===== config.mk =====
export PLATFORM = sky130hd
export DESIGN_NAME = serial_flash_status_register
export DESIGN_NICKNAME = d
export VERILOG_FILES = /design/src/rtl/status_pkg.sv /design/src/rtl/serial_flash_status_register.sv /design/src/rtl/spi_shift_in.sv /design/src/rtl/sync2.sv
export VERILOG_INCLUDE_DIRS = /design/src /design/src/rtl
export SDC_FILE = /design/constraint.sdc
export NUM_CORES = 1
export LEC_CHECK = 0
export ABC_AREA = 1
export ABC_CLOCK_PERIOD_IN_PS = 2200
export BUFFER_PORTS_ARGS = -buffer_cell sky130_fd_sc_hd__buf_2
export CELL_PAD_IN_SITES_DETAIL_PLACEMENT = 0
export CELL_PAD_IN_SITES_GLOBAL_PLACEMENT = 1
export CORE_UTILIZATION = 45
export CTS_CLUSTER_DIAMETER = 150
export DETAILED_ROUTE_END_ITERATION = 16
export PLACE_DENSITY = 0.78
export SLEW_MARGIN = 40
export SYNTH_ARGS = -nofsm -noshare
export SYNTH_HDL_FRONTEND = slang
export SYNTH_SLANG_ARGS = --single-unit

===== constraint.sdc =====
create_clock -name ref_clk -period 2.2 [get_ports ref_clk]
set_clock_uncertainty 0.15 [all_clocks]
set_input_delay 0.33 -clock ref_clk [delete_from_list [all_inputs] [get_ports ref_clk]]
set_output_delay 0.33 -clock ref_clk [all_outputs]
set_load 0.02 [all_outputs]

===== src/rtl/status_reg_defs.svh =====
`ifndef STATUS_REG_DEFS_SVH
`define STATUS_REG_DEFS_SVH

// ==========================================================
// opcodes
`define OP_READ_STATUS      8'h05
`define OP_WRITE_BYTE_ONE   8'h01
`define OP_WRITE_BYTE_TWO   8'h31

// ==========================================================
// byte one field positions
`define B1_LOCK             7
`define B1_RESERVED         6
`define B1_ERROR            5
`define B1_PIN              4
`define B1_SWP_HI           3
`define B1_SWP_LO           2
`define B1_WEL              1

// ==========================================================
// byte two field positions
`define B2_RESET_COMMAND_ENABLE             4
`define B2_SLE              3
`define B2_PS               2
`define B2_ES               1

// ==========================================================
// shared
`define BX_BUSY             0
`define BYTE_MSB            7
`define LAST_BIT_INDEX      3'h7
`define FIRST_BIT_INDEX     3'h0
`define RESERVED_VALUE      1'b0
`define LOCK_RESET          1'b0
`define RESET_COMMAND_ENABLE_RESET          1'b0
`define SLE_RESET           1'b0
`define SYNC_INIT           4'h9

`endif


===== src/rtl/status_pkg.sv =====
package status_pkg;

	// ==========================================================
	// frame state
	typedef enum logic [5:0] {
		ST_IDLE      = 6'h01,
		ST_OPCODE    = 6'h02,
		ST_READ      = 6'h04,
		ST_WRITE_ONE = 6'h08,
		ST_WRITE_TWO = 6'h10,
		ST_IGNORE    = 6'h20
	} frame_state_e;

endpackage


===== src/rtl/serial_flash_status_register.sv =====
// Behaviour
// - status read is accepted at any time, even while busy
// - after the opcode a status bit goes out every clock, msb first
// - after byte two the output wraps to byte one while framed
// - each byte repetition is freshly sampled from live state
// - ready/busy sits in bit 0 of both bytes, sampled per byte
// - at high clock rates host reads four bytes; output keeps wrapping
// - chip select deassertion ends the read and floats the output
// - byte one bit 7 is the protection lock flag, default unlocked
// - byte one bit 5 is the read-only erase/program error flag
// - byte one bit 4 reads 0 while protect pin asserted, else 1
// - byte one bits 3:2 give software protection summary
// - byte one bit 1 shows the write enable latch
// - ready/busy reads 1 while an internal operation runs
// - byte two bit 4 enables the software reset command, default 0
// - byte two bit 3 enables lockdown commands, default 0
// - byte two bit 2 flags program suspend, read-only
// - byte two bit 1 flags erase suspend, read-only
// - write byte one changes only the lock flag
// - write byte two changes only bits 4 and 3
// - lock flag set blocks sector protect changes
// - lock flag clears at power-up, untouched by software reset
// - with protect pin asserted the lock flag may only be set
`timescale 1ns/1ps
`include "status_reg_defs.svh"

module serial_flash_status_register
	import status_pkg::*;
(
	input  wire logic       ref_clk,
	input  wire logic       nrst,
	input  wire logic       cs_n,
	input  wire logic       sck,
	input  wire logic       si,
	input  wire logic       wp_n,
	output logic            so,
	output logic            so_oe,
	input  wire logic       busy,
	input  wire logic       program_error,
	input  wire logic       program_suspended,
	input  wire logic       erase_suspended,
	input  wire logic [1:0] protection_summary,
	input  wire logic       write_enable_latch,
	input  wire logic       lockdown_freeze,
	output logic            protection_lock_flag,
	output logic            reset_command_enable,
	output logic            lockdown_command_enable,
	output logic            sector_protect_allowed,
	output logic            wel_clear
);

	// ==========================================================
	// pin synchronisation and edge detection
	logic [3:0] pins_s;
	logic       cs_n_s;
	logic       sck_s;
	logic       si_s;
	logic       wp_n_s;
	logic       sck_d;
	logic       cs_n_d;
	logic       sck_rise;
	logic       sck_fall;
	logic       frame_end;

	sync2 #(
		.WIDTH (4),
		.INIT  (`SYNC_INIT)
	) u_pins (
		.clk  (ref_clk),
		.nrst (nrst),
		.d    ({cs_n, sck, si, wp_n}),
		.q    (pins_s)
	);

	assign cs_n_s    = pins_s[3];
	assign sck_s     = pins_s[2];
	assign si_s      = pins_s[1];
	assign wp_n_s    = pins_s[0];
	assign sck_rise  = sck_s & ~sck_d;
	assign sck_fall  = ~sck_s & sck_d;
	assign frame_end = cs_n_s & ~cs_n_d;

	always_ff @(posedge ref_clk or negedge nrst) begin
		if (!nrst) begin
			sck_d  <= 1'b0;
			cs_n_d <= 1'b1;
		end else begin
			sck_d  <= sck_s;
			cs_n_d <= cs_n_s;
		end
	end

	// ==========================================================
	// byte receiver
	logic [7:0] rx_byte;
	logic       byte_done;
	logic [2:0] bit_index;

	spi_shift_in u_rx (
		.clk          (ref_clk),
		.nrst         (nrst),
		.frame_active (~cs_n_s),
		.sck_rise     (sck_rise),
		.si_bit       (si_s),
		.rx_byte      (rx_byte),
		.byte_done    (byte_done),
		.bit_index    (bit_index)
	);

	// ==========================================================
	// frame state machine
	frame_state_e state;
	frame_state_e next_state;
	logic [7:0]   data_byte;
	logic [7:0]   next_data_byte;
	logic         got_byte;
	logic         next_got_byte;

	always_comb begin
		next_state     = state;
		next_data_byte = data_byte;
		next_got_byte  = got_byte;
		if (cs_n_s) begin
			next_state    = ST_IDLE;
			next_got_byte = 1'b0;
		end else begin
			case (state)
				ST_IDLE: begin
					next_state = ST_OPCODE;
				end
				ST_OPCODE: begin
					if (byte_done) begin
						if (rx_byte == `OP_READ_STATUS) begin
							next_state = ST_READ;
						end else if (rx_byte == `OP_WRITE_BYTE_ONE) begin
							next_state = ST_WRITE_ONE;
						end else if (rx_byte == `OP_WRITE_BYTE_TWO) begin
							next_state = ST_WRITE_TWO;
						end else begin
							next_state = ST_IGNORE;
						end
					end
				end
				ST_WRITE_ONE, ST_WRITE_TWO: begin
					// only the first data byte counts, extras are ignored
					if (byte_done && !got_byte) begin
						next_data_byte = rx_byte;
						next_got_byte  = 1'b1;
					end
				end
				default: begin
					next_state = state;
				end
			endcase
		end
	end

	always_ff @(posedge ref_clk or negedge nrst) begin
		if (!nrst) begin
			state     <= ST_IDLE;
			data_byte <= 8'h00;
			got_byte  <= 1'b0;
		end else begin
			state     <= next_state;
			data_byte <= next_data_byte;
			got_byte  <= next_got_byte;
		end
	end

	// ==========================================================
	// writable bits
	logic write_ok;
	logic lock_clear_blocked;
	logic freeze_done;
	logic next_lock;
	logic next_reset_command_enable;
	logic next_sle;
	logic next_freeze_done;
	logic next_wel_clear;

	assign write_ok           = got_byte && (bit_index == `FIRST_BIT_INDEX) && write_enable_latch;
	assign lock_clear_blocked = ~wp_n_s && protection_lock_flag && ~data_byte[`B1_LOCK];

	always_comb begin
		next_lock        = protection_lock_flag;
		next_reset_command_enable        = reset_command_enable;
		next_sle         = lockdown_command_enable;
		next_freeze_done = freeze_done | lockdown_freeze;
		next_wel_clear   = 1'b0;
		if (frame_end && state == ST_WRITE_ONE) begin
			next_wel_clear = 1'b1;
			if (write_ok && !lock_clear_blocked) begin
				next_lock = data_byte[`B1_LOCK];
			end
		end
		if (frame_end && state == ST_WRITE_TWO) begin
			next_wel_clear = 1'b1;
			if (write_ok) begin
				next_reset_command_enable = data_byte[`B2_RESET_COMMAND_ENABLE];
				next_sle  = data_byte[`B2_SLE];
			end
		end
		// a frozen lockdown keeps its enable cleared for good
		if (next_freeze_done) begin
			next_sle = 1'b0;
		end
	end

	// reset here is power-up only; a software reset never reaches these bits
	always_ff @(posedge ref_clk or negedge nrst) begin
		if (!nrst) begin
			protection_lock_flag    <= `LOCK_RESET;
			reset_command_enable    <= `RESET_COMMAND_ENABLE_RESET;
			lockdown_command_enable <= `SLE_RESET;
			sector_protect_allowed  <= ~`LOCK_RESET;
			freeze_done             <= 1'b0;
			wel_clear               <= 1'b0;
		end else begin
			protection_lock_flag    <= next_lock;
			reset_command_enable    <= next_reset_command_enable;
			lockdown_command_enable <= next_sle;
			sector_protect_allowed  <= ~next_lock;
			freeze_done             <= next_freeze_done;
			wel_clear               <= next_wel_clear;
		end
	end

	// ==========================================================
	// live status bytes
	logic [7:0] byte_one;
	logic [7:0] byte_two;
	logic [7:0] fresh_byte;

	always_comb begin
		byte_one                = 8'h00;
		byte_one[`B1_LOCK]      = protection_lock_flag;
		byte_one[`B1_RESERVED]  = `RESERVED_VALUE;
		byte_one[`B1_ERROR]     = program_error;
		byte_one[`B1_PIN]       = wp_n_s;
		byte_one[`B1_SWP_HI]    = protection_summary[1];
		byte_one[`B1_SWP_LO]    = protection_summary[0];
		byte_one[`B1_WEL]       = write_enable_latch;
		byte_one[`BX_BUSY]      = busy;
		byte_two                = 8'h00;
		byte_two[`B2_RESET_COMMAND_ENABLE]      = reset_command_enable;
		byte_two[`B2_SLE]       = lockdown_command_enable;
		byte_two[`B2_PS]        = program_suspended;
		byte_two[`B2_ES]        = erase_suspended;
		byte_two[`BX_BUSY]      = busy;
	end

	// ==========================================================
	// status transmitter
	logic [6:0] tx_sh;
	logic [2:0] tx_cnt;
	logic       byte_sel;
	logic       load_byte;
	logic       next_so;
	logic       next_so_oe;
	logic [6:0] next_tx_sh;
	logic [2:0] next_tx_cnt;
	logic       next_byte_sel;

	assign fresh_byte = byte_sel ? byte_two : byte_one;
	assign load_byte  = (state == ST_READ) && !cs_n_s && sck_fall && (tx_cnt == `FIRST_BIT_INDEX);

	always_comb begin
		next_so       = so;
		next_so_oe    = so_oe;
		next_tx_sh    = tx_sh;
		next_tx_cnt   = tx_cnt;
		next_byte_sel = byte_sel;
		if (state != ST_READ || cs_n_s) begin
			next_so       = 1'b0;
			next_so_oe    = 1'b0;
			next_tx_cnt   = `FIRST_BIT_INDEX;
			next_byte_sel = 1'b0;
		end else if (sck_fall) begin
			next_so_oe  = 1'b1;
			next_tx_cnt = tx_cnt + 3'h1;
			if (load_byte) begin
				next_so    = fresh_byte[`BYTE_MSB];
				next_tx_sh = fresh_byte[6:0];
			end else begin
				next_so    = tx_sh[6];
				next_tx_sh = {tx_sh[5:0], 1'b0};
			end
			if (tx_cnt == `LAST_BIT_INDEX) begin
				next_byte_sel = ~byte_sel;
			end
		end
	end

	always_ff @(posedge ref_clk or negedge nrst) begin
		if (!nrst) begin
			so       <= 1'b0;
			so_oe    <= 1'b0;
			tx_sh    <= 7'h00;
			tx_cnt   <= `FIRST_BIT_INDEX;
			byte_sel <= 1'b0;
		end else begin
			so       <= next_so;
			so_oe    <= next_so_oe;
			tx_sh    <= next_tx_sh;
			tx_cnt   <= next_tx_cnt;
			byte_sel <= next_byte_sel;
		end
	end
endmodule


===== src/rtl/spi_shift_in.sv =====
`timescale 1ns/1ps
`include "status_reg_defs.svh"

module spi_shift_in (
	input  wire logic       clk,
	input  wire logic       nrst,
	input  wire logic       frame_active,
	input  wire logic       sck_rise,
	input  wire logic       si_bit,
	output logic      [7:0] rx_byte,
	output logic            byte_done,
	output logic      [2:0] bit_index
);

	// ==========================================================
	// receive shifter, msb first
	logic [7:0] next_rx_byte;
	logic       next_byte_done;
	logic [2:0] next_bit_index;

	always_comb begin
		next_rx_byte   = rx_byte;
		next_byte_done = 1'b0;
		next_bit_index = bit_index;
		if (!frame_active) begin
			next_bit_index = `FIRST_BIT_INDEX;
		end else if (sck_rise) begin
			next_rx_byte   = {rx_byte[6:0], si_bit};
			next_bit_index = bit_index + 3'h1;
			next_byte_done = (bit_index == `LAST_BIT_INDEX);
		end
	end

	always_ff @(posedge clk or negedge nrst) begin
		if (!nrst) begin
			rx_byte   <= 8'h00;
			byte_done <= 1'b0;
			bit_index <= `FIRST_BIT_INDEX;
		end else begin
			rx_byte   <= next_rx_byte;
			byte_done <= next_byte_done;
			bit_index <= next_bit_index;
		end
	end
endmodule


===== src/rtl/sync2.sv =====
`timescale 1ns/1ps

module sync2 #(
	parameter int               WIDTH = 1,
	parameter logic [WIDTH-1:0] INIT  = '0
) (
	input  wire logic             clk,
	input  wire logic             nrst,
	input  wire logic [WIDTH-1:0] d,
	output logic      [WIDTH-1:0] q
);

	// ==========================================================
	// two-stage synchroniser
	logic [WIDTH-1:0] stage;

	always_ff @(posedge clk or negedge nrst) begin
		if (!nrst) begin
			stage <= INIT;
			q     <= INIT;
		end else begin
			stage <= d;
			q     <= stage;
		end
	end

endmodule

* Yosys cells after proc, flatten, opt, wreduce, memory -nomap -nowiden
Cells that the tools add are included.
** Word-level totals
- Logic and storage cells :: 114
- Register bits :: 56
- Output and inout bits :: 7
- Bits of input ports :: 14
** Operators by class
- Eq/ne operators :: 12
- Bitwise operators :: 13
- Reduce and logical (&&, ||, !) cells :: 34
- Add/sub/neg operators :: 2
- Multiplexer cells :: 32
** Operators with widths (count)
- $mux W6 :: 5
- $mux W1 :: 20
- $reduce_and A2 Y1 :: 7
- $reduce_bool A2 Y1 :: 7
- $mux W3 :: 4
- $pmux W6 S2 :: 1
- $logic_and A1 B1 Y1 :: 11
- $not A1 Y1 :: 9
- $eq A8 B1 Y1 const B :: 1
- $eq A8 B3 Y1 const B :: 1
- $eq A8 B6 Y1 const B :: 1
- $mux W8 :: 1
- $mux W7 :: 1
- $add A3 B1 Y3 const B :: 2
- $eq A3 B3 Y1 const B :: 2
- $eq A6 B1 Y1 const B :: 1
- $eq A6 B2 Y1 const B :: 1
- $eq A6 B3 Y1 const B :: 1
- $eq A6 B4 Y1 const B :: 1
- $eq A6 B5 Y1 const B :: 1
- $logic_not A3 Y1 :: 2
- $ne A6 B3 Y1 const B :: 1
- $and A1 B1 Y1 :: 3
- $logic_not A1 Y1 :: 3
- other kinds (6) :: 6

* Longest topological paths before layout
Gate-level depths: netlist (run 1).
- Depth after elaboration :: 8
- Depth in mapped cells :: 9
- Gate-level depth less buffers :: 8

* Modules after synthesis
From an unflattened synthesis (run 1), not the netlist that was laid out.
** Unflattened totals
- Cells, all modules :: 282
- Area, all modules :: 2331.0 um^2
** Modules (own cells, without submodules)
- serial_flash_status_register :: instances 1, area an instance 1602.8 um^2, cells an instance 219, seq. area each 779.5 um^2
- spi_shift_in :: instances 1, area an instance 523.0 um^2, cells an instance 55, seq. area each 300.3 um^2
- sync2 :: instances 1, area an instance 205.2 um^2, cells an instance 8, seq. area each 205.2 um^2

* Least setup slack after synthesis (run 1)
Ideal clock, no wire load.
- Kind :: register to register
- Start point :: register u_pins.q[3]
- End point :: register (tool-made name)
- Clock period less this slack :: 1.425 ns
- Setup slack :: 0.775 ns
- Required time :: 1.921 ns
- Buffers on the path :: 0
- Cell stages (with the launch flop) :: 7
- Setup time :: 0.129 ns
- Data arrival time :: 1.147 ns
- Path through :: dfstp_2 inv_2 or2_4 nor2_4 nand3_1 nand2_1 nand2_1
** RTL lines
- start, declared :: RTL line sync2.sv:10 : output logic [WIDTH-1:0] q
- start signal, assigned :: RTL line sync2.sv:23 : q <= stage;

* Final worst setup path (run 1)
- Start point :: register u_pins.q[3]
- End point :: register lockdown_command_enable
** Between the ends
- Longest elaborated chain between the ends :: 4
** RTL lines
- $and A1 B1 Y1 :: RTL line serial_flash_status_register.sv:81 : assign frame_end = cs_n_s & ~cs_n_d;
- $logic_and A1 B1 Y1 :: RTL line serial_flash_status_register.sv:196 : if (frame_end && state == ST_WRITE_TWO) begin
- $reduce_bool A2 Y1 (no line)
- $reduce_and A2 Y1 (no line)
- end signal, assigned :: RTL line serial_flash_status_register.sv:214 : lockdown_command_enable <= `SLE_RESET;
- end signal, assigned :: RTL line serial_flash_status_register.sv:221 : lockdown_command_enable <= next_sle;
- end, declared :: RTL line serial_flash_status_register.sv:47 : output logic lockdown_command_enable,
No other way between the ends.
A chain may end at the register's enable or synchronous reset.

==> impl_results.html, run 1 <==
<table>
<tr><th>Metric</th><th>Value</th></tr>
<tr><th colspan="2">Yosys</th></tr>
<tr><td>Area share of and/or/nand/nor cells after synthesis</td><td>27.4%</td></tr>
<tr><td>Mux cell area share after synthesis</td><td>0.476%</td></tr>
<tr><td>Top_reg_cell synth</td><td>sky130_fd_sc_hd__dfrtp_1</td></tr>
<tr><td>Share of the synthesized netlist area taken by xor and xnor gates</td><td>0.371%</td></tr>
<tr><td>Main combinational cell family by area after synthesis</td><td>simple AND/OR/NAND/NOR gates</td></tr>
<tr><td>Share of the synthesized area in compound gates (AO/OA/AOI/OAI)</td><td>7.25%</td></tr>
<tr><td>Register area share after synthesis</td><td>a little over half</td></tr>
<tr><td>Fraction of the mapped netlist area in adder cells</td><td>between 3 and 4%</td></tr>
<tr><td>Syn_nets</td><td>about 290</td></tr>
<tr><td>Main area contributors after synthesis</td><td>sky130_fd_sc_hd__dfrtp_1 (47%), sky130_fd_sc_hd__nand2_1 (12%), sky130_fd_sc_hd__dfstp_2 (7.8%), sky130_fd_sc_hd__inv_1 (5.1%), sky130_fd_sc_hd__nand3_1 (4.4%)</td></tr>
<tr><td>Cell area after synthesis</td><td>2360 um^2</td></tr>
<tr><td>Number of enable-type register cells in the synthesized netlist</td><td>0</td></tr>
<tr><td>Cell taking the most area after synthesis</td><td>sky130_fd_sc_hd__dfrtp_1</td></tr>
<tr><td>Commonest cells in the netlist</td><td>sky130_fd_sc_hd__nand2_1 (74), sky130_fd_sc_hd__dfrtp_1 (44), sky130_fd_sc_hd__inv_1 (32)</td></tr>
<tr><td>Synth cell types</td><td>29</td></tr>
<tr><td>Most common cell in the synthesized netlist</td><td>sky130_fd_sc_hd__nand2_1</td></tr>
<tr><td>Average footprint of a synthesized cell</td><td>8.82 um^2</td></tr>
<tr><td>#FFs+latches synth</td><td>51</td></tr>
<tr><td>Fraction of synthesized cell area taken by the top area cell type</td><td>46.6%</td></tr>
<tr><td>Async set-reset flop share out of synthesis</td><td>100%</td></tr>
<tr><td>Number of warnings printed during yosys synthesis</td><td>0</td></tr>
<tr><td>Post-Synthesis Cells</td><td>268</td></tr>
<tr><th colspan="2">Final layout</th></tr>
<tr><td>Finished Core Util</td><td>53.6%</td></tr>
<tr><td>Number of inserted diodes</td><td>0</td></tr>
<tr><td>Number of inserted filler cells in the final layout</td><td>482</td></tr>
<tr><td>Post-route standard cell area excluding fillers</td><td>roughly 2700 um^2</td></tr>
<tr><td>Layout overhead on the synthesized area</td><td>15.1%</td></tr>
<tr><td>Fin nets</td><td>roughly 320</td></tr>
<tr><td>Share of cells above drive strength 1</td><td>22.1%</td></tr>
<tr><td>Fin cells</td><td>approximately 370</td></tr>
<tr><th colspan="2">Global route</th></tr>
<tr><td>Global-route wire length before repair</td><td>roughly 7000 um</td></tr>
<tr><td>GR Layer Usage met1</td><td>22.1%</td></tr>
<tr><td>Pin count of the biggest net entering global routing</td><td>29</td></tr>
<tr><td>Antenna violations before repair</td><td>0</td></tr>
<tr><td>Global route hottest layer</td><td>met2</td></tr>
<tr><td>Met3 Use GR</td><td>4.07%</td></tr>
<tr><td>Via count of the first global-routing pass</td><td>1614</td></tr>
<tr><td>GR Util met2</td><td>27.9%</td></tr>
<tr><td>Sum of overflow across all layers after global routing</td><td>0</td></tr>
<tr><td>GRT Util Overall</td><td>17.1%</td></tr>
<tr><th colspan="2">Outcome</th></tr>
<tr><td>Result of the run</td><td>finished clean</td></tr>
<tr><th colspan="2">Die</th></tr>
<tr><td>Chip height</td><td>74.5 um</td></tr>
<tr><td>Number of I/O pins</td><td>21</td></tr>
<tr><td>Site Rows</td><td>26</td></tr>
<tr><td>Initial cell density of the core</td><td>46.6%</td></tr>
<tr><td>Core outline area</td><td>5070 um^2</td></tr>
<tr><td>Die extent in x</td><td>74.5 um</td></tr>
<tr><td>Area enclosed by the die boundary</td><td>5550 um^2</td></tr>
<tr><th colspan="2">Placed design</th></tr>
<tr><td># placed instances</td><td>~360</td></tr>
<tr><td>Sum of net half-perimeters after detailed placement</td><td>about 3000 um</td></tr>
<tr><td>Last weighted congestion value of the routability-driven placer</td><td>between 0.7 and 0.8</td></tr>
<tr><td>Count of input and output buffers</td><td>20</td></tr>
<tr><td>Cell area reported after detailed placement</td><td>2560 um^2</td></tr>
<tr><td>Post-Place Setup Slack</td><td>626 ps</td></tr>
<tr><th colspan="2">Timing</th></tr>
<tr><td>Fmax</td><td>633 MHz</td></tr>
<tr><td>Final period utilization</td><td>71.8%</td></tr>
<tr><td>RSZ-0062 raised after global routing</td><td>no</td></tr>
<tr><td>Final number of hold-violating endpoints</td><td>0</td></tr>
<tr><td>Final Setup Violations</td><td>0</td></tr>
<tr><td>Least-Margin Pin Slew</td><td>554 ps</td></tr>
<tr><td>Total negative slack for setup checks</td><td>0 ps</td></tr>
<tr><td>Number of max-slew violations in the final report</td><td>0</td></tr>
<tr><td>Worst rel slew slack</td><td>63.1%</td></tr>
<tr><td>Final setup margin</td><td>620 ps</td></tr>
<tr><td>Min Hold Slack</td><td>a little under 70 ps</td></tr>
<tr><td>Clock period minus final worst setup slack</td><td>1580 ps</td></tr>
<tr><th colspan="2">Clock network</th></tr>
<tr><td>Post-cts resize count</td><td>0</td></tr>
<tr><td>Number of buffers created by CTS</td><td>5</td></tr>
<tr><td>Cell at the root of the clock tree</td><td>sky130_fd_sc_hd__clkbuf_8</td></tr>
<tr><td>Setup repair bufs after CTS</td><td>0</td></tr>
<tr><td>Later-pin clock latency in the skew report</td><td>300 ps</td></tr>
<tr><td>Max clock buf depth</td><td>2</td></tr>
<tr><td>Number of clock sinks</td><td>just over 50</td></tr>
<tr><td>Clock tree from TritonCTS</td><td>built</td></tr>
<tr><td>Clock transition at path regs</td><td>90 ps</td></tr>
<tr><td>Number of levels in the clock H-tree</td><td>2</td></tr>
<tr><th colspan="2">Power</th></tr>
<tr><td>Total leakage power</td><td>between 1 and 1.5 nW</td></tr>
<tr><td>Pwr per Cell Area</td><td>roughly 750 nW/um^2</td></tr>
<tr><td>Peak supply drop</td><td>a little over 0.4 mV</td></tr>
<tr><td>PnR Total Power</td><td>just over 2 mW</td></tr>
<tr><th colspan="2">Drt</th></tr>
<tr><td>Post-detailed-route count of antenna-violating nets</td><td>0</td></tr>
<tr><td>Routed Wire Length</td><td>4060 um</td></tr>
<tr><td>DRC</td><td>0</td></tr>
<tr><td>Post-DR vias/cell</td><td>4.63</td></tr>
<tr><td>Overall via count from detail_route</td><td>1710</td></tr>
<tr><td>Per-cell routed wire length</td><td>11.0 um</td></tr>
<tr><td>Pre-antenna DRT Iters</td><td>4</td></tr>
<tr><td>Iteration-0 DRC Markers</td><td>50</td></tr>
<tr><th colspan="2">Worst setup path</th></tr>
<tr><td>Startpoint of the lowest-slack register-to-register path</td><td>u_pins.q[3]</td></tr>
<tr><td>Worst setup SP type</td><td>flop</td></tr>
<tr><td>Critical Path Fanout Max</td><td>14</td></tr>
<tr><td>Element type at the critical path end</td><td>flop</td></tr>
<tr><td>Worst Path Arrival</td><td>1630 ps</td></tr>
<tr><td>Reg-to-Reg End</td><td>lockdown_command_enable</td></tr>
<tr><td>Setup slack of the most critical reg-to-reg path</td><td>620 ps</td></tr>
<tr><td>Path depth of the worst reg2reg path</td><td>6</td></tr>
<tr><td>Kind of critical path</td><td>flop to flop</td></tr>
<tr><td>Req. time, crit path</td><td>2250 ps</td></tr>
<tr><th colspan="2">Flow run</th></tr>
<tr><td>Maxcap violations</td><td>0</td></tr>
<tr><th colspan="2">Worst hold path</th></tr>
<tr><td>Hold-critical path depth</td><td>3</td></tr>
<tr><td>WHS Endpoint</td><td>freeze_done</td></tr>
<tr><td>Startpoint of the most critical hold path</td><td>lockdown_freeze</td></tr>
<tr><td>Path type of the worst min-delay path</td><td>input port to flop</td></tr>
</table>
[sequential cells by signal, indices dropped and copies added, names as in the netlist, 3 cells and up, named ones only]
register	flops
u_rx.rx_byte	8
tx_sh	7
state	6
u_pins.q	4
u_pins.stage	4
data_byte	3
tx_cnt	3
u_rx.bit_index	3
[cell families (layout without fill, tap and decap cells)]
family                     Yosys count  after routing
DFF                                 51             51
muxes                                1              1
buffers and inverters               41             72
xor gates and xnor gates             1              1
and+or+nand+nor                    140            140
adders and majority gates            6              6
AOI/OAI and AO/OA                   28             28
[repair_timing]
item                                    4_1_cts  5_1_grt
endpoints found under the hold margin        26        0
hold buffers                                  5        0
endpoints found under the setup margin        0        0
[report_power, final]
part	internal, mW	switching (mW)	leakage (nW)
logic	0.112	0.201	0.702
registers	1.01	0.0606	0.638
clock network	0.343	0.317	0.0548
total	1.47	0.578	1.39
[cell usage in the layout, fill, tap and decap left out, drive strengths merged]
cell type,Yosys,layout
dfrtp,44,44
o21a,1,1
bufinv,0,1
buf,3,23
o211ai,1,1
ha,6,6
o21ai,18,18
clkbuf,2,5
clkinvlp,0,1
dfstp,7,7
mux2,1,1
nor3,1,1
nand4,4,4
inv,36,37
o2111ai,1,1
dlygate4sd3,0,5
xor2,1,1
or2,1,1
a21oi,7,7
nor2,33,33
nand3,21,21
nand2,80,80
[routing by layer]
| layer | vias to the layer above | share of wire (%) |
|---|---|---|
| li1 | 904 | - |
| met1 | 784 | 49 |
| met2 | 22 | 49 |
| met3 | 0 | 2.3 |
| met4 | 0 | 0 |
| met5 | - | 0 |
[worst max path at each step]
stage,end,start
after global placement,flop,u_pins.q[3]
after CTS,lockdown_command_enable,u_pins.q[3]
after detailed placement,lockdown_command_enable,u_pins.q[3]
after floorplan,flop,u_pins.q[3]
after global routing,tx_sh[1],tx_cnt[0]
final,lockdown_command_enable,u_pins.q[3]
[worst max-delay path, stage by stage, from the launching register on]
cell and delay [ps]:
sky130_fd_sc_hd__dfstp_2 580, sky130_fd_sc_hd__inv_2 110, sky130_fd_sc_hd__or2_4 260, sky130_fd_sc_hd__nor2_4 140, sky130_fd_sc_hd__nand2_2 80, sky130_fd_sc_hd__nor2_1 100, sky130_fd_sc_hd__nor2_1 50
[area by class of cell]
type | count | area [um^2] | share of cell area (%)
Clock buffer | 5 | 68.8 | 2.53
Multi-Input combinational cell | 176 | 913 | 33.6
Clock inverter | 3 | 46.3 | 1.70
Timing Repair Buffer | 28 | 185 | 6.80
Sequential cell | 51 | 1280 | 47.2
Inverter | 36 | 135 | 4.97
Tap cell | 70 | 87.6 | 3.22
Note: power is estimated with default switching activity, not from simulation.
==> run 2: changes to the inputs <==
--- a/config.mk
+++ b/config.mk
@@ -6,15 +6,15 @@
 export SDC_FILE = /design/constraint.sdc
 export NUM_CORES = 1
 export LEC_CHECK = 0
-export ABC_AREA = 1
-export ABC_CLOCK_PERIOD_IN_PS = 2200
+export ABC_AREA = 0
+export ABC_CLOCK_PERIOD_IN_PS = 1540
 export BUFFER_PORTS_ARGS = -buffer_cell sky130_fd_sc_hd__buf_2
 export CELL_PAD_IN_SITES_DETAIL_PLACEMENT = 0
 export CELL_PAD_IN_SITES_GLOBAL_PLACEMENT = 1
 export CORE_UTILIZATION = 45
 export CTS_CLUSTER_DIAMETER = 150
 export DETAILED_ROUTE_END_ITERATION = 16
-export PLACE_DENSITY = 0.78
+export PLACE_DENSITY = 0.73
 export SLEW_MARGIN = 40
 export SYNTH_ARGS = -nofsm -noshare
 export SYNTH_HDL_FRONTEND = slang
==> constraint.sdc (replaced) <==
create_clock -name ref_clk -period 1.54 [get_ports ref_clk]
set_clock_uncertainty 0.15 [all_clocks]
set_input_delay 0.231 -clock ref_clk [delete_from_list [all_inputs] [get_ports ref_clk]]
set_output_delay 0.231 -clock ref_clk [all_outputs]
set_load 0.02 [all_outputs]
==> impl_results.html, run 2 <==
<table>
<tr><th>Metric</th><th>Value</th></tr>
<tr><th colspan="2">Final layout</th></tr>
<tr><td>Most frequent standard cell in the layout excluding fill and tap cells</td><td>sky130_fd_sc_hd__dfrtp_1 (was sky130_fd_sc_hd__nand2_1)</td></tr>
<tr><td>Largest registers</td><td>u_rx.rx_byte (8), tx_sh (7), state (6) (unchanged)</td></tr>
<tr><td>Most used cells in the layout excluding fill and tap cells</td><td>sky130_fd_sc_hd__dfrtp_1 (42), sky130_fd_sc_hd__buf_4 (38), sky130_fd_sc_hd__buf_2 (20) (was sky130_fd_sc_hd__nand2_1 (74), sky130_fd_sc_hd__dfrtp_1 (44), sky130_fd_sc_hd__inv_1 (32))</td></tr>
<tr><td>Share of cells above drive strength 1</td><td>55.5% (was 22.1%)</td></tr>
<tr><td>Number of inserted diodes</td><td>0 (unchanged)</td></tr>
<tr><td>Layout overhead on the synthesized area</td><td>39.3% (was 15.1%)</td></tr>
<tr><td>Most flop-heavy register</td><td>u_rx.rx_byte (unchanged)</td></tr>
<tr><td>Fin cells</td><td>321 (was 369)</td></tr>
<tr><td>Fin nets</td><td>273 (was 318)</td></tr>
<tr><td>Max reg flops</td><td>8 (unchanged)</td></tr>
<tr><th colspan="2">Global route</th></tr>
<tr><td>Global-route wire length before repair</td><td>7800 um (was 7070 um)</td></tr>
<tr><td>Pin count of the biggest net entering global routing</td><td>52 (was 29)</td></tr>
<tr><td>Sum of overflow across all layers after global routing</td><td>0 (unchanged)</td></tr>
<tr><td>GRT Util Overall</td><td>19.4% (was 17.1%)</td></tr>
<tr><td>Via count of the first global-routing pass</td><td>1695 (was 1614)</td></tr>
<tr><td>Antenna violations before repair</td><td>0 (unchanged)</td></tr>
<tr><th colspan="2">Clock network</th></tr>
<tr><td>Later-pin clock latency in the skew report</td><td>300 ps (about the same)</td></tr>
<tr><td>Clock transition at path regs</td><td>90 ps (about the same)</td></tr>
<tr><td>Max clock buf depth</td><td>2 (unchanged)</td></tr>
<tr><td>Clock tree from TritonCTS</td><td>built (unchanged)</td></tr>
<tr><td>Number of clock sinks</td><td>51 (unchanged)</td></tr>
<tr><td>Cell at the root of the clock tree</td><td>sky130_fd_sc_hd__clkbuf_8 (unchanged)</td></tr>
<tr><td>Number of levels in the clock H-tree</td><td>2 (unchanged)</td></tr>
<tr><td>Number of buffers created by CTS</td><td>5 (unchanged)</td></tr>
<tr><th colspan="2">Placed design</th></tr>
<tr><td>Post-Place Setup Slack</td><td>-143 ps (was 626 ps)</td></tr>
<tr><td>Sum of net half-perimeters after detailed placement</td><td>3240 um (was 2980 um)</td></tr>
<tr><td>Count of input and output buffers</td><td>20 (unchanged)</td></tr>
<tr><td>Last weighted congestion value of the routability-driven placer</td><td>0.754 (was 0.768)</td></tr>
<tr><td># placed instances</td><td>292 (was 356)</td></tr>
<tr><th colspan="2">Yosys</th></tr>
<tr><td>Synth cell types</td><td>45 (was 29)</td></tr>
<tr><td>Number of enable-type register cells in the synthesized netlist</td><td>0 (unchanged)</td></tr>
<tr><td>Syn_nets</td><td>200 (was 288)</td></tr>
<tr><td>Commonest cells in the netlist</td><td>sky130_fd_sc_hd__dfrtp_1 (44), sky130_fd_sc_hd__inv_1 (12), sky130_fd_sc_hd__nor2_1 (12) (was sky130_fd_sc_hd__nand2_1 (74), sky130_fd_sc_hd__dfrtp_1 (44), sky130_fd_sc_hd__inv_1 (32))</td></tr>
<tr><td>Cell area after synthesis</td><td>2330 um^2 (was 2360 um^2)</td></tr>
<tr><td>Top_reg_cell synth</td><td>sky130_fd_sc_hd__dfrtp_1 (unchanged)</td></tr>
<tr><td>Average footprint of a synthesized cell</td><td>12.9 um^2 (was 8.82 um^2)</td></tr>
<tr><td>Most common cell in the synthesized netlist</td><td>sky130_fd_sc_hd__dfrtp_1 (was sky130_fd_sc_hd__nand2_1)</td></tr>
<tr><td>Async set-reset flop share out of synthesis</td><td>100% (unchanged)</td></tr>
<tr><td>Register area share after synthesis</td><td>55.2% (was 54.4%)</td></tr>
<tr><td>#FFs+latches synth</td><td>51 (unchanged)</td></tr>
<tr><td>Fraction of synthesized cell area taken by the top area cell type</td><td>47.3% (was 46.6%)</td></tr>
<tr><td>Main area contributors after synthesis</td><td>sky130_fd_sc_hd__dfrtp_1 (47%), sky130_fd_sc_hd__dfstp_2 (7.9%), sky130_fd_sc_hd__mux2_2 (5.3%), sky130_fd_sc_hd__mux2_1 (4.4%), sky130_fd_sc_hd__mux2i_1 (3.9%) (was sky130_fd_sc_hd__dfrtp_1 (47%), sky130_fd_sc_hd__nand2_1 (12%), sky130_fd_sc_hd__dfstp_2 (7.8%), sky130_fd_sc_hd__inv_1 (5.1%), sky130_fd_sc_hd__nand3_1 (4.4%))</td></tr>
<tr><td>Cell taking the most area after synthesis</td><td>sky130_fd_sc_hd__dfrtp_1 (unchanged)</td></tr>
<tr><td>Number of warnings printed during yosys synthesis</td><td>0 (unchanged)</td></tr>
<tr><td>Post-Synthesis Cells</td><td>180 (was 268)</td></tr>
<tr><th colspan="2">Worst hold path</th></tr>
<tr><td>WHS Endpoint</td><td>tx_sh[0] (was freeze_done)</td></tr>
<tr><td>Hold-critical path depth</td><td>3 (unchanged)</td></tr>
<tr><td>Path type of the worst min-delay path</td><td>input port to flop (unchanged)</td></tr>
<tr><td>Startpoint of the most critical hold path</td><td>busy (was lockdown_freeze)</td></tr>
<tr><th colspan="2">Die</th></tr>
<tr><td>Initial cell density of the core</td><td>48.1% (was 46.6%)</td></tr>
<tr><td>Site Rows</td><td>25 (was 26)</td></tr>
<tr><td>Chip height</td><td>74.0 um (was 74.5 um)</td></tr>
<tr><td>Die extent in x</td><td>74.0 um (was 74.5 um)</td></tr>
<tr><td>Number of I/O pins</td><td>21 (unchanged)</td></tr>
<tr><td>Core outline area</td><td>4850 um^2 (was 5070 um^2)</td></tr>
<tr><td>Area enclosed by the die boundary</td><td>5470 um^2 (was 5550 um^2)</td></tr>
<tr><th colspan="2">Drt</th></tr>
<tr><td>DRC</td><td>0 (unchanged)</td></tr>
<tr><td>Wire length on met3</td><td>149 um (was 94 um)</td></tr>
<tr><td>Met1 Routed Length</td><td>2230 um (was 1990 um)</td></tr>
<tr><td>Pre-antenna DRT Iters</td><td>4 (unchanged)</td></tr>
<tr><td>Routed Wire Length</td><td>5200 um (was 4060 um)</td></tr>
<tr><td>Post-DR vias/cell</td><td>5.07 (was 4.63)</td></tr>
<tr><td>Post-detailed-route count of antenna-violating nets</td><td>0 (unchanged)</td></tr>
<tr><td>Top routing layer in use</td><td>met4 (was met3)</td></tr>
<tr><td>Length of routed met2 wiring</td><td>2770 um (was 1980 um)</td></tr>
<tr><td>Iteration-0 DRC Markers</td><td>86 (was 50)</td></tr>
<tr><td>Overall via count from detail_route</td><td>1627 (was 1710)</td></tr>
<tr><td>Per-cell routed wire length</td><td>16.2 um (was 11.0 um)</td></tr>
<tr><th colspan="2">Timing</th></tr>
<tr><td>Final Setup Violations</td><td>23 (was 0)</td></tr>
<tr><td>Clock period minus final worst setup slack</td><td>1670 ps (was 1580 ps)</td></tr>
<tr><td>Final number of hold-violating endpoints</td><td>0 (unchanged)</td></tr>
<tr><td>Worst rel slew slack</td><td>78.1% (was 63.1%)</td></tr>
<tr><td>Least-Margin Pin Slew</td><td>324 ps (was 554 ps)</td></tr>
<tr><td>RSZ-0062 raised after global routing</td><td>yes (was no)</td></tr>
<tr><td>Fmax</td><td>597 MHz (was 633 MHz)</td></tr>
<tr><td>Number of max-slew violations in the final report</td><td>0 (unchanged)</td></tr>
<tr><td>Final setup margin</td><td>-134 ps (was 620 ps)</td></tr>
<tr><td>Final period utilization</td><td>109% (was 71.8%)</td></tr>
<tr><th colspan="2">Worst setup path</th></tr>
<tr><td>CP dominant cell by count</td><td>sky130_fd_sc_hd__mux2_4 (was sky130_fd_sc_hd__nor2_1)</td></tr>
<tr><td>Path depth of the worst reg2reg path</td><td>5 (was 6)</td></tr>
<tr><td>Launching element of the worst setup path</td><td>tx_cnt[0] (was u_pins.q[3])</td></tr>
<tr><td>Cell with the largest stage delay on the worst path</td><td>sky130_fd_sc_hd__dfrtp_1 (was sky130_fd_sc_hd__dfstp_2)</td></tr>
<tr><td>Critical path buffers and inverters</td><td>1 (unchanged)</td></tr>
<tr><td>Kind of critical path</td><td>flop to flop (unchanged)</td></tr>
<tr><td>Logic depth of the worst path, buffers included</td><td>5 (was 6)</td></tr>
<tr><td>Critical Path Fanout Max</td><td>5 (was 14)</td></tr>
<tr><td>Startpoint of the lowest-slack register-to-register path</td><td>tx_cnt[0] (was u_pins.q[3])</td></tr>
<tr><td>Critical Path, Cell by Cell</td><td>inv_1 &gt; ha_2 &gt; nor2b_4 &gt; mux2_4 &gt; mux2_4 (was inv_2 &gt; or2_4 &gt; nor2_4 &gt; nand2_2 &gt; nor2_1 &gt; nor2_1)</td></tr>
<tr><td>Setup slack of the most critical reg-to-reg path</td><td>-130 ps (was 620 ps)</td></tr>
<tr><td>Largest stage delay, worst path</td><td>390 ps (was 580 ps)</td></tr>
<tr><td>Worst Path Arrival</td><td>1720 ps (was 1630 ps)</td></tr>
<tr><td>Req. time, crit path</td><td>1580 ps (was 2250 ps)</td></tr>
<tr><td>Worst setup SP type</td><td>flop (unchanged)</td></tr>
<tr><td>Reg-to-Reg End</td><td>tx_sh[4] (was lockdown_command_enable)</td></tr>
<tr><td>Family with the most delay on the worst path</td><td>multiplexers (was simple AND/OR/NAND/NOR gates)</td></tr>
<tr><td>Element type at the critical path end</td><td>flop (unchanged)</td></tr>
<tr><th colspan="2">Power</th></tr>
<tr><td>Peak supply drop</td><td>0.581 mV (was 0.413 mV)</td></tr>
<tr><td>Pwr per Cell Area</td><td>914 nW/um^2 (was 752 nW/um^2)</td></tr>
<tr><td>Total leakage power</td><td>1.54 nW (was 1.39 nW)</td></tr>
<tr><th colspan="2">Outcome</th></tr>
<tr><td>Result of the run</td><td>finished with violations (was finished clean)</td></tr>
<tr><td>Violations in the final reports</td><td>negative setup slack</td></tr>
<tr><th colspan="2">Flow run</th></tr>
<tr><td>Maxcap violations</td><td>0 (unchanged)</td></tr>
</table>
==> run 2: changes by cell type in the layout (fill, tap and decap cells not counted), sizes merged, moves of 3 or more <==
cell / delta
a21oi: -6
buf: +45
inv: -25
mux2: +24
mux2i: +9
nand2: -75
nand2b: +3
nand3: -20
nand3b: +3
nor2: -19
nor2b: +6
nor4: +3
o21ai: -16
==> run 2: timing repair <==
item,in CTS,in global routing
hold buffers,6,0
buffers inserted,6,10
resized for setup,16,27
cloned,0,1
endpoints found under the hold margin,49,0
pin swaps,11,15
endpoints found under the setup margin,23,32
==> run 2: kinds of logic (layout without fill, tap and decap cells) <==
| logic type | Yosys count | after routing | synth area share [%] |
|---|---|---|---|
| and+or+nand+nor | 52 | 53 | 15.0 |
| DFF | 51 | 51 | 55.2 |
| muxes | 34 | 34 | 16.8 |
| buffers and inverters | 21 | 94 | 4.24 |
| AOI/OAI and AO/OA | 12 | 12 | 4.08 |
| adders and majority gates | 6 | 6 | 3.22 |
| xor gates and xnor gates | 4 | 4 | 1.50 |
==> run 2: layer usage <==
layer,up-vias,global-route usage (%)
li1,772,-
met5,-,0
met2,28,34.3
met4,0,6.41
met1,823,23.4
met3,4,4.20
==> run 2: power breakdown <==
part	switching, mW	leakage, nW	internal [mW]
sequential	0.122	0.649	1.45
combinational	0.190	0.836	0.283
clock	0.434	0.0514	0.485
==> run 2: worst max path at each step <==
| stage | to | slack, ps |
|---|---|---|
| 2_1_floorplan | tx_sh[2] | -130 |
| 3_3_place_gp | tx_sh[2] | -100 |
| 3_5_place_dp | so | -140 |
| 4_1_cts | tx_sh[4] | -140 |
| 5_1_grt | state[3] | -190 |
| 6_report | tx_sh[4] | -130 |
==> run 2: per-stage QoR <==
step / total power, mW / utilization [%] / instance area (um^2) / hold slack (ps) / TNS [ps]
detailed placement: 1.94 / 57.2 / 2770 / 91.0 / -1330
global route: 3.09 / 66.9 / 3240 / 52.0 / -3500
CTS: 2.89 / 63.2 / 3060 / 43.7 / -1470
finish: 2.96 / 66.9 / 3240 / 44.0 / -1880
floorplan: 1.76 / - / 2390 / -215 / -725
global placement: 1.91 / 57.2 / 2770 / 85.6 / -848
==> run 2: cell type report <==
type,instances,area [um^2]
Fill cell,347,1600
Sequential cell,51,1290
Multi-Input combinational cell,109,1140
Timing Repair Buffer,74,576
Tap cell,67,83.8
Clock buffer,6,72.6
Inverter,12,45.0
Clock inverter,2,37.5
==> run 2: worst reg2reg max path, delay by kind of cell (launching register included) <==
kind	cells	cell delay, ps
multiplexers	2	590
buffers and inverters	1	60
flip-flops	1	390
adder cells (fa/ha/maj)	1	150
AND/OR/NAND/NOR	1	240
==> run 3: changes to the inputs <==
--- a/config.mk
+++ b/config.mk
@@ -8,13 +8,14 @@
 export LEC_CHECK = 0
 export ABC_AREA = 0
 export ABC_CLOCK_PERIOD_IN_PS = 1540
-export BUFFER_PORTS_ARGS = -buffer_cell sky130_fd_sc_hd__buf_2
 export CELL_PAD_IN_SITES_DETAIL_PLACEMENT = 0
 export CELL_PAD_IN_SITES_GLOBAL_PLACEMENT = 1
 export CORE_UTILIZATION = 45
 export CTS_CLUSTER_DIAMETER = 150
+export CTS_CLUSTER_SIZE = 24
 export DETAILED_ROUTE_END_ITERATION = 16
-export PLACE_DENSITY = 0.73
+export DONT_BUFFER_PORTS = 1
+export PLACE_DENSITY = 0.69
 export SLEW_MARGIN = 40
 export SYNTH_ARGS = -nofsm -noshare
 export SYNTH_HDL_FRONTEND = slang
==> impl_results.html, run 3 (same netlist as run 2, synthesis figures left out) <==
<table>
<tr><th>Metric</th><th>Value</th></tr>
<tr><th colspan="2">Final layout</th></tr>
<tr><td>Reg area</td><td>1290 um^2 (unchanged)</td></tr>
<tr><td>Fin nets</td><td>249 (was 273)</td></tr>
<tr><td>Most used cells in the layout excluding fill and tap cells</td><td>sky130_fd_sc_hd__dfrtp_1 (42), sky130_fd_sc_hd__buf_4 (35), sky130_fd_sc_hd__mux2_4 (14) (was sky130_fd_sc_hd__dfrtp_1 (42), sky130_fd_sc_hd__buf_4 (38), sky130_fd_sc_hd__buf_2 (20))</td></tr>
<tr><td>Number of inserted filler cells in the final layout</td><td>377 (was 347)</td></tr>
<tr><td>Most flop-heavy register</td><td>u_rx.rx_byte (unchanged)</td></tr>
<tr><td>Largest registers</td><td>u_rx.rx_byte (8), tx_sh (7), state (6) (unchanged)</td></tr>
<tr><td>Share of cells above drive strength 1</td><td>50.0% (was 55.5%)</td></tr>
<tr><td>Number of inserted diodes</td><td>0 (unchanged)</td></tr>
<tr><td>Most frequent standard cell in the layout excluding fill and tap cells</td><td>sky130_fd_sc_hd__dfrtp_1 (unchanged)</td></tr>
<tr><td>Layout overhead on the synthesized area</td><td>34.6% (was 39.3%)</td></tr>
<tr><td>Multi-input logic area</td><td>1150 um^2 (was 1140 um^2)</td></tr>
<tr><td>Finished Core Util</td><td>64.7% (was 66.9%)</td></tr>
<tr><td>Max reg flops</td><td>8 (unchanged)</td></tr>
<tr><td>Post-route standard cell area excluding fillers</td><td>3140 um^2 (was 3240 um^2)</td></tr>
<tr><th colspan="2">Drt</th></tr>
<tr><td>DRC</td><td>0 (unchanged)</td></tr>
<tr><td>Overall via count from detail_route</td><td>1522 (was 1627)</td></tr>
<tr><td>Iteration-0 DRC Markers</td><td>71 (was 86)</td></tr>
<tr><td>Post-DR vias/cell</td><td>5.12 (was 5.07)</td></tr>
<tr><td>Pre-antenna DRT Iters</td><td>4 (unchanged)</td></tr>
<tr><td>Per-cell routed wire length</td><td>14.7 um (was 16.2 um)</td></tr>
<tr><td>Routed Wire Length</td><td>4380 um (was 5200 um)</td></tr>
<tr><td>Post-detailed-route count of antenna-violating nets</td><td>0 (unchanged)</td></tr>
<tr><th colspan="2">Timing</th></tr>
<tr><td>Worst rel slew slack</td><td>81.3% (was 78.1%)</td></tr>
<tr><td>Clock period minus final worst setup slack</td><td>1670 ps (about the same)</td></tr>
<tr><td>Total negative slack for setup checks</td><td>-981 ps (was -1880 ps)</td></tr>
<tr><td>Fmax</td><td>597 MHz (about the same)</td></tr>
<tr><td>Min Hold Slack</td><td>-538 ps (was 44.0 ps)</td></tr>
<tr><td>Number of max-slew violations in the final report</td><td>0 (unchanged)</td></tr>
<tr><td>RSZ-0062 raised after global routing</td><td>yes (unchanged)</td></tr>
<tr><td>Final number of hold-violating endpoints</td><td>51 (was 0)</td></tr>
<tr><td>Final Setup Violations</td><td>12 (was 23)</td></tr>
<tr><td>Least-Margin Pin Slew</td><td>272 ps (was 324 ps)</td></tr>
<tr><td>Final setup margin</td><td>-135 ps (was -134 ps)</td></tr>
<tr><td>Final period utilization</td><td>109% (about the same)</td></tr>
<tr><th colspan="2">Power</th></tr>
<tr><td>Total net switching power</td><td>0.680 mW (was 0.746 mW)</td></tr>
<tr><td>Switching Share</td><td>22.4% (was 25.2%)</td></tr>
<tr><td>Cell internal pwr</td><td>2.36 mW (was 2.22 mW)</td></tr>
<tr><td>Total leakage power</td><td>1.44 nW (was 1.54 nW)</td></tr>
<tr><td>Pwr per Cell Area</td><td>970 nW/um^2 (was 914 nW/um^2)</td></tr>
<tr><td>Peak supply drop</td><td>0.615 mV (was 0.581 mV)</td></tr>
<tr><td>PnR Total Power</td><td>3.04 mW (was 2.96 mW)</td></tr>
<tr><td>Fraction of power consumed by the clock network</td><td>35.4% (was 31.0%)</td></tr>
<tr><td>Portion of total power attributed to sequential cells</td><td>50.9% (was 53.1%)</td></tr>
<tr><td>Logic pwr share</td><td>13.7% (was 16.0%)</td></tr>
<tr><th colspan="2">Clock network</th></tr>
<tr><td>Max clock buf depth</td><td>2 (unchanged)</td></tr>
<tr><td>Later-pin clock latency in the skew report</td><td>300 ps (about the same)</td></tr>
<tr><td>Cell at the root of the clock tree</td><td>sky130_fd_sc_hd__clkbuf_8 (unchanged)</td></tr>
<tr><td>Hold_buf cts</td><td>6 (unchanged)</td></tr>
<tr><td>Clock tree from TritonCTS</td><td>built (unchanged)</td></tr>
<tr><td>Number of levels in the clock H-tree</td><td>2 (unchanged)</td></tr>
<tr><td>Number of clock sinks</td><td>51 (unchanged)</td></tr>
<tr><td>Clock transition at path regs</td><td>90 ps (about the same)</td></tr>
<tr><td>Number of buffers created by CTS</td><td>5 (unchanged)</td></tr>
<tr><th colspan="2">Global route</th></tr>
<tr><td>GRT Util Overall</td><td>17.6% (was 19.4%)</td></tr>
<tr><td>Sum of overflow across all layers after global routing</td><td>0 (unchanged)</td></tr>
<tr><td>Via count of the first global-routing pass</td><td>1540 (was 1695)</td></tr>
<tr><td>Antenna violations before repair</td><td>0 (unchanged)</td></tr>
<tr><td>Pin count of the biggest net entering global routing</td><td>52 (unchanged)</td></tr>
<tr><td>Global-route wire length before repair</td><td>7010 um (was 7800 um)</td></tr>
<tr><th colspan="2">Die</th></tr>
<tr><td>Initial cell density of the core</td><td>48.1% (unchanged)</td></tr>
<tr><td>Area enclosed by the die boundary</td><td>5470 um^2 (unchanged)</td></tr>
<tr><td>Die extent in x</td><td>74.0 um (unchanged)</td></tr>
<tr><td>Number of I/O pins</td><td>21 (unchanged)</td></tr>
<tr><td>Core outline area</td><td>4850 um^2 (unchanged)</td></tr>
<tr><td>Chip height</td><td>74.0 um (unchanged)</td></tr>
<tr><td>Site Rows</td><td>25 (unchanged)</td></tr>
<tr><th colspan="2">Worst setup path</th></tr>
<tr><td>Worst Path Arrival</td><td>1720 ps (about the same)</td></tr>
<tr><td>Req. time, crit path</td><td>1590 ps (was 1580 ps)</td></tr>
<tr><td>Setup slack of the most critical reg-to-reg path</td><td>-130 ps (about the same)</td></tr>
<tr><td>Reg-to-Reg End</td><td>tx_sh[5] (was tx_sh[4])</td></tr>
<tr><td>Worst setup SP type</td><td>flop (unchanged)</td></tr>
<tr><td>Element type at the critical path end</td><td>flop (unchanged)</td></tr>
<tr><td>Critical Path Fanout Max</td><td>5 (unchanged)</td></tr>
<tr><td>Startpoint of the lowest-slack register-to-register path</td><td>tx_cnt[0] (unchanged)</td></tr>
<tr><td>Kind of critical path</td><td>flop to flop (unchanged)</td></tr>
<tr><td>Path depth of the worst reg2reg path</td><td>5 (unchanged)</td></tr>
<tr><th colspan="2">Placed design</th></tr>
<tr><td>Count of input and output buffers</td><td>0 (was 20)</td></tr>
<tr><td>Last weighted congestion value of the routability-driven placer</td><td>0.731 (was 0.754)</td></tr>
<tr><td>Sum of net half-perimeters after detailed placement</td><td>2960 um (was 3240 um)</td></tr>
<tr><td>Cell area reported after detailed placement</td><td>2650 um^2 (was 2770 um^2)</td></tr>
<tr><td>Post-Place Setup Slack</td><td>-136 ps (was -143 ps)</td></tr>
<tr><th colspan="2">Outcome</th></tr>
<tr><td>Violations in the final reports</td><td>negative hold slack, negative setup slack (was negative setup slack)</td></tr>
<tr><td>Result of the run</td><td>finished with violations (unchanged)</td></tr>
<tr><th colspan="2">Worst hold path</th></tr>
<tr><td>Path type of the worst min-delay path</td><td>input port to async pin (was input port to flop)</td></tr>
<tr><th colspan="2">Flow run</th></tr>
<tr><td>Maxcap violations</td><td>0 (unchanged)</td></tr>
</table>
run 3: cell types whose count changed in the layout (fill, tap and decap cells not counted), moves of 2 or more:
| cell | previous run | this run |
|---|---|---|
| sky130_fd_sc_hd__buf_2 | 20 | 0 |
| sky130_fd_sc_hd__buf_4 | 38 | 35 |
| sky130_fd_sc_hd__ha_1 | 2 | 0 |
| sky130_fd_sc_hd__ha_2 | 1 | 3 |
| sky130_fd_sc_hd__nor2_2 | 4 | 0 |
| sky130_fd_sc_hd__nor2_4 | 2 | 5 |
run 3: routing by layer:
layer  share of wire [%]  global-route usage [%]  vias to the layer above
met2                  53                    30.3                       25
met1                  41                    20.4                      771
li1                    -                       -                      717
met4                 2.0                    7.91                        0
met3                 3.6                    4.88                        9
met5                   0                       0                        -
run 3: what timing repair did:
action,CTS,global route
buffers inserted,7,6
endpoints found under the setup margin,24,32
resized for setup,17,28
cloned,0,1
hold endpoints to repair,58,51
pin swaps,10,21
run 3: cell type report:
| cell class | count | share of cell area, % |
|---|---|---|
| sequential | 51 | 41.1 |
| multi-input combinational | 109 | 36.7 |
| timing repair buffer | 50 | 13.9 |
| tap | 67 | 2.67 |
| clock buffer | 6 | 2.31 |
| clock inverter | 2 | 1.92 |
| inverter | 12 | 1.44 |
run 3: worst max-delay path, cell delays in order (launching register included):
cell,delay (ps)
sky130_fd_sc_hd__dfrtp_1,390
sky130_fd_sc_hd__inv_1,60
sky130_fd_sc_hd__ha_2,160
sky130_fd_sc_hd__nor2b_4,240
sky130_fd_sc_hd__mux2_4,320
sky130_fd_sc_hd__mux2_4,250
run 3: worst max-delay path by stage:
stage | from | to | cells after the start
5_1_grt | tx_cnt[0] | tx_sh[4] | 5
3_3_place_gp | tx_cnt[1] | tx_sh[3] | 5
4_1_cts | tx_cnt[1] | tx_sh[4] | 5
6_report | tx_cnt[0] | tx_sh[5] | 5
2_1_floorplan | tx_cnt[0] | tx_sh[2] | 6
3_5_place_dp | tx_cnt[1] | tx_sh[4] | 5
run 3: metrics by stage:
step                instances  hold slack, ps
CTS                       292            -551
finish                    297            -538
global placement          271            -213
floorplan                 180            -215
global route              297            -568
detailed placement        271            -213
run 3: power by group through the flow:
stage,Sequential (mW),Clock (mW),Combinational [mW]
3_3_place_gp,1.56,0,0.332
6_report,1.55,1.08,0.417
2_1_floorplan,1.55,0,0.208
3_5_place_dp,1.56,0,0.341
5_1_grt,1.57,1.17,0.454
4_1_cts,1.54,1.11,0.376
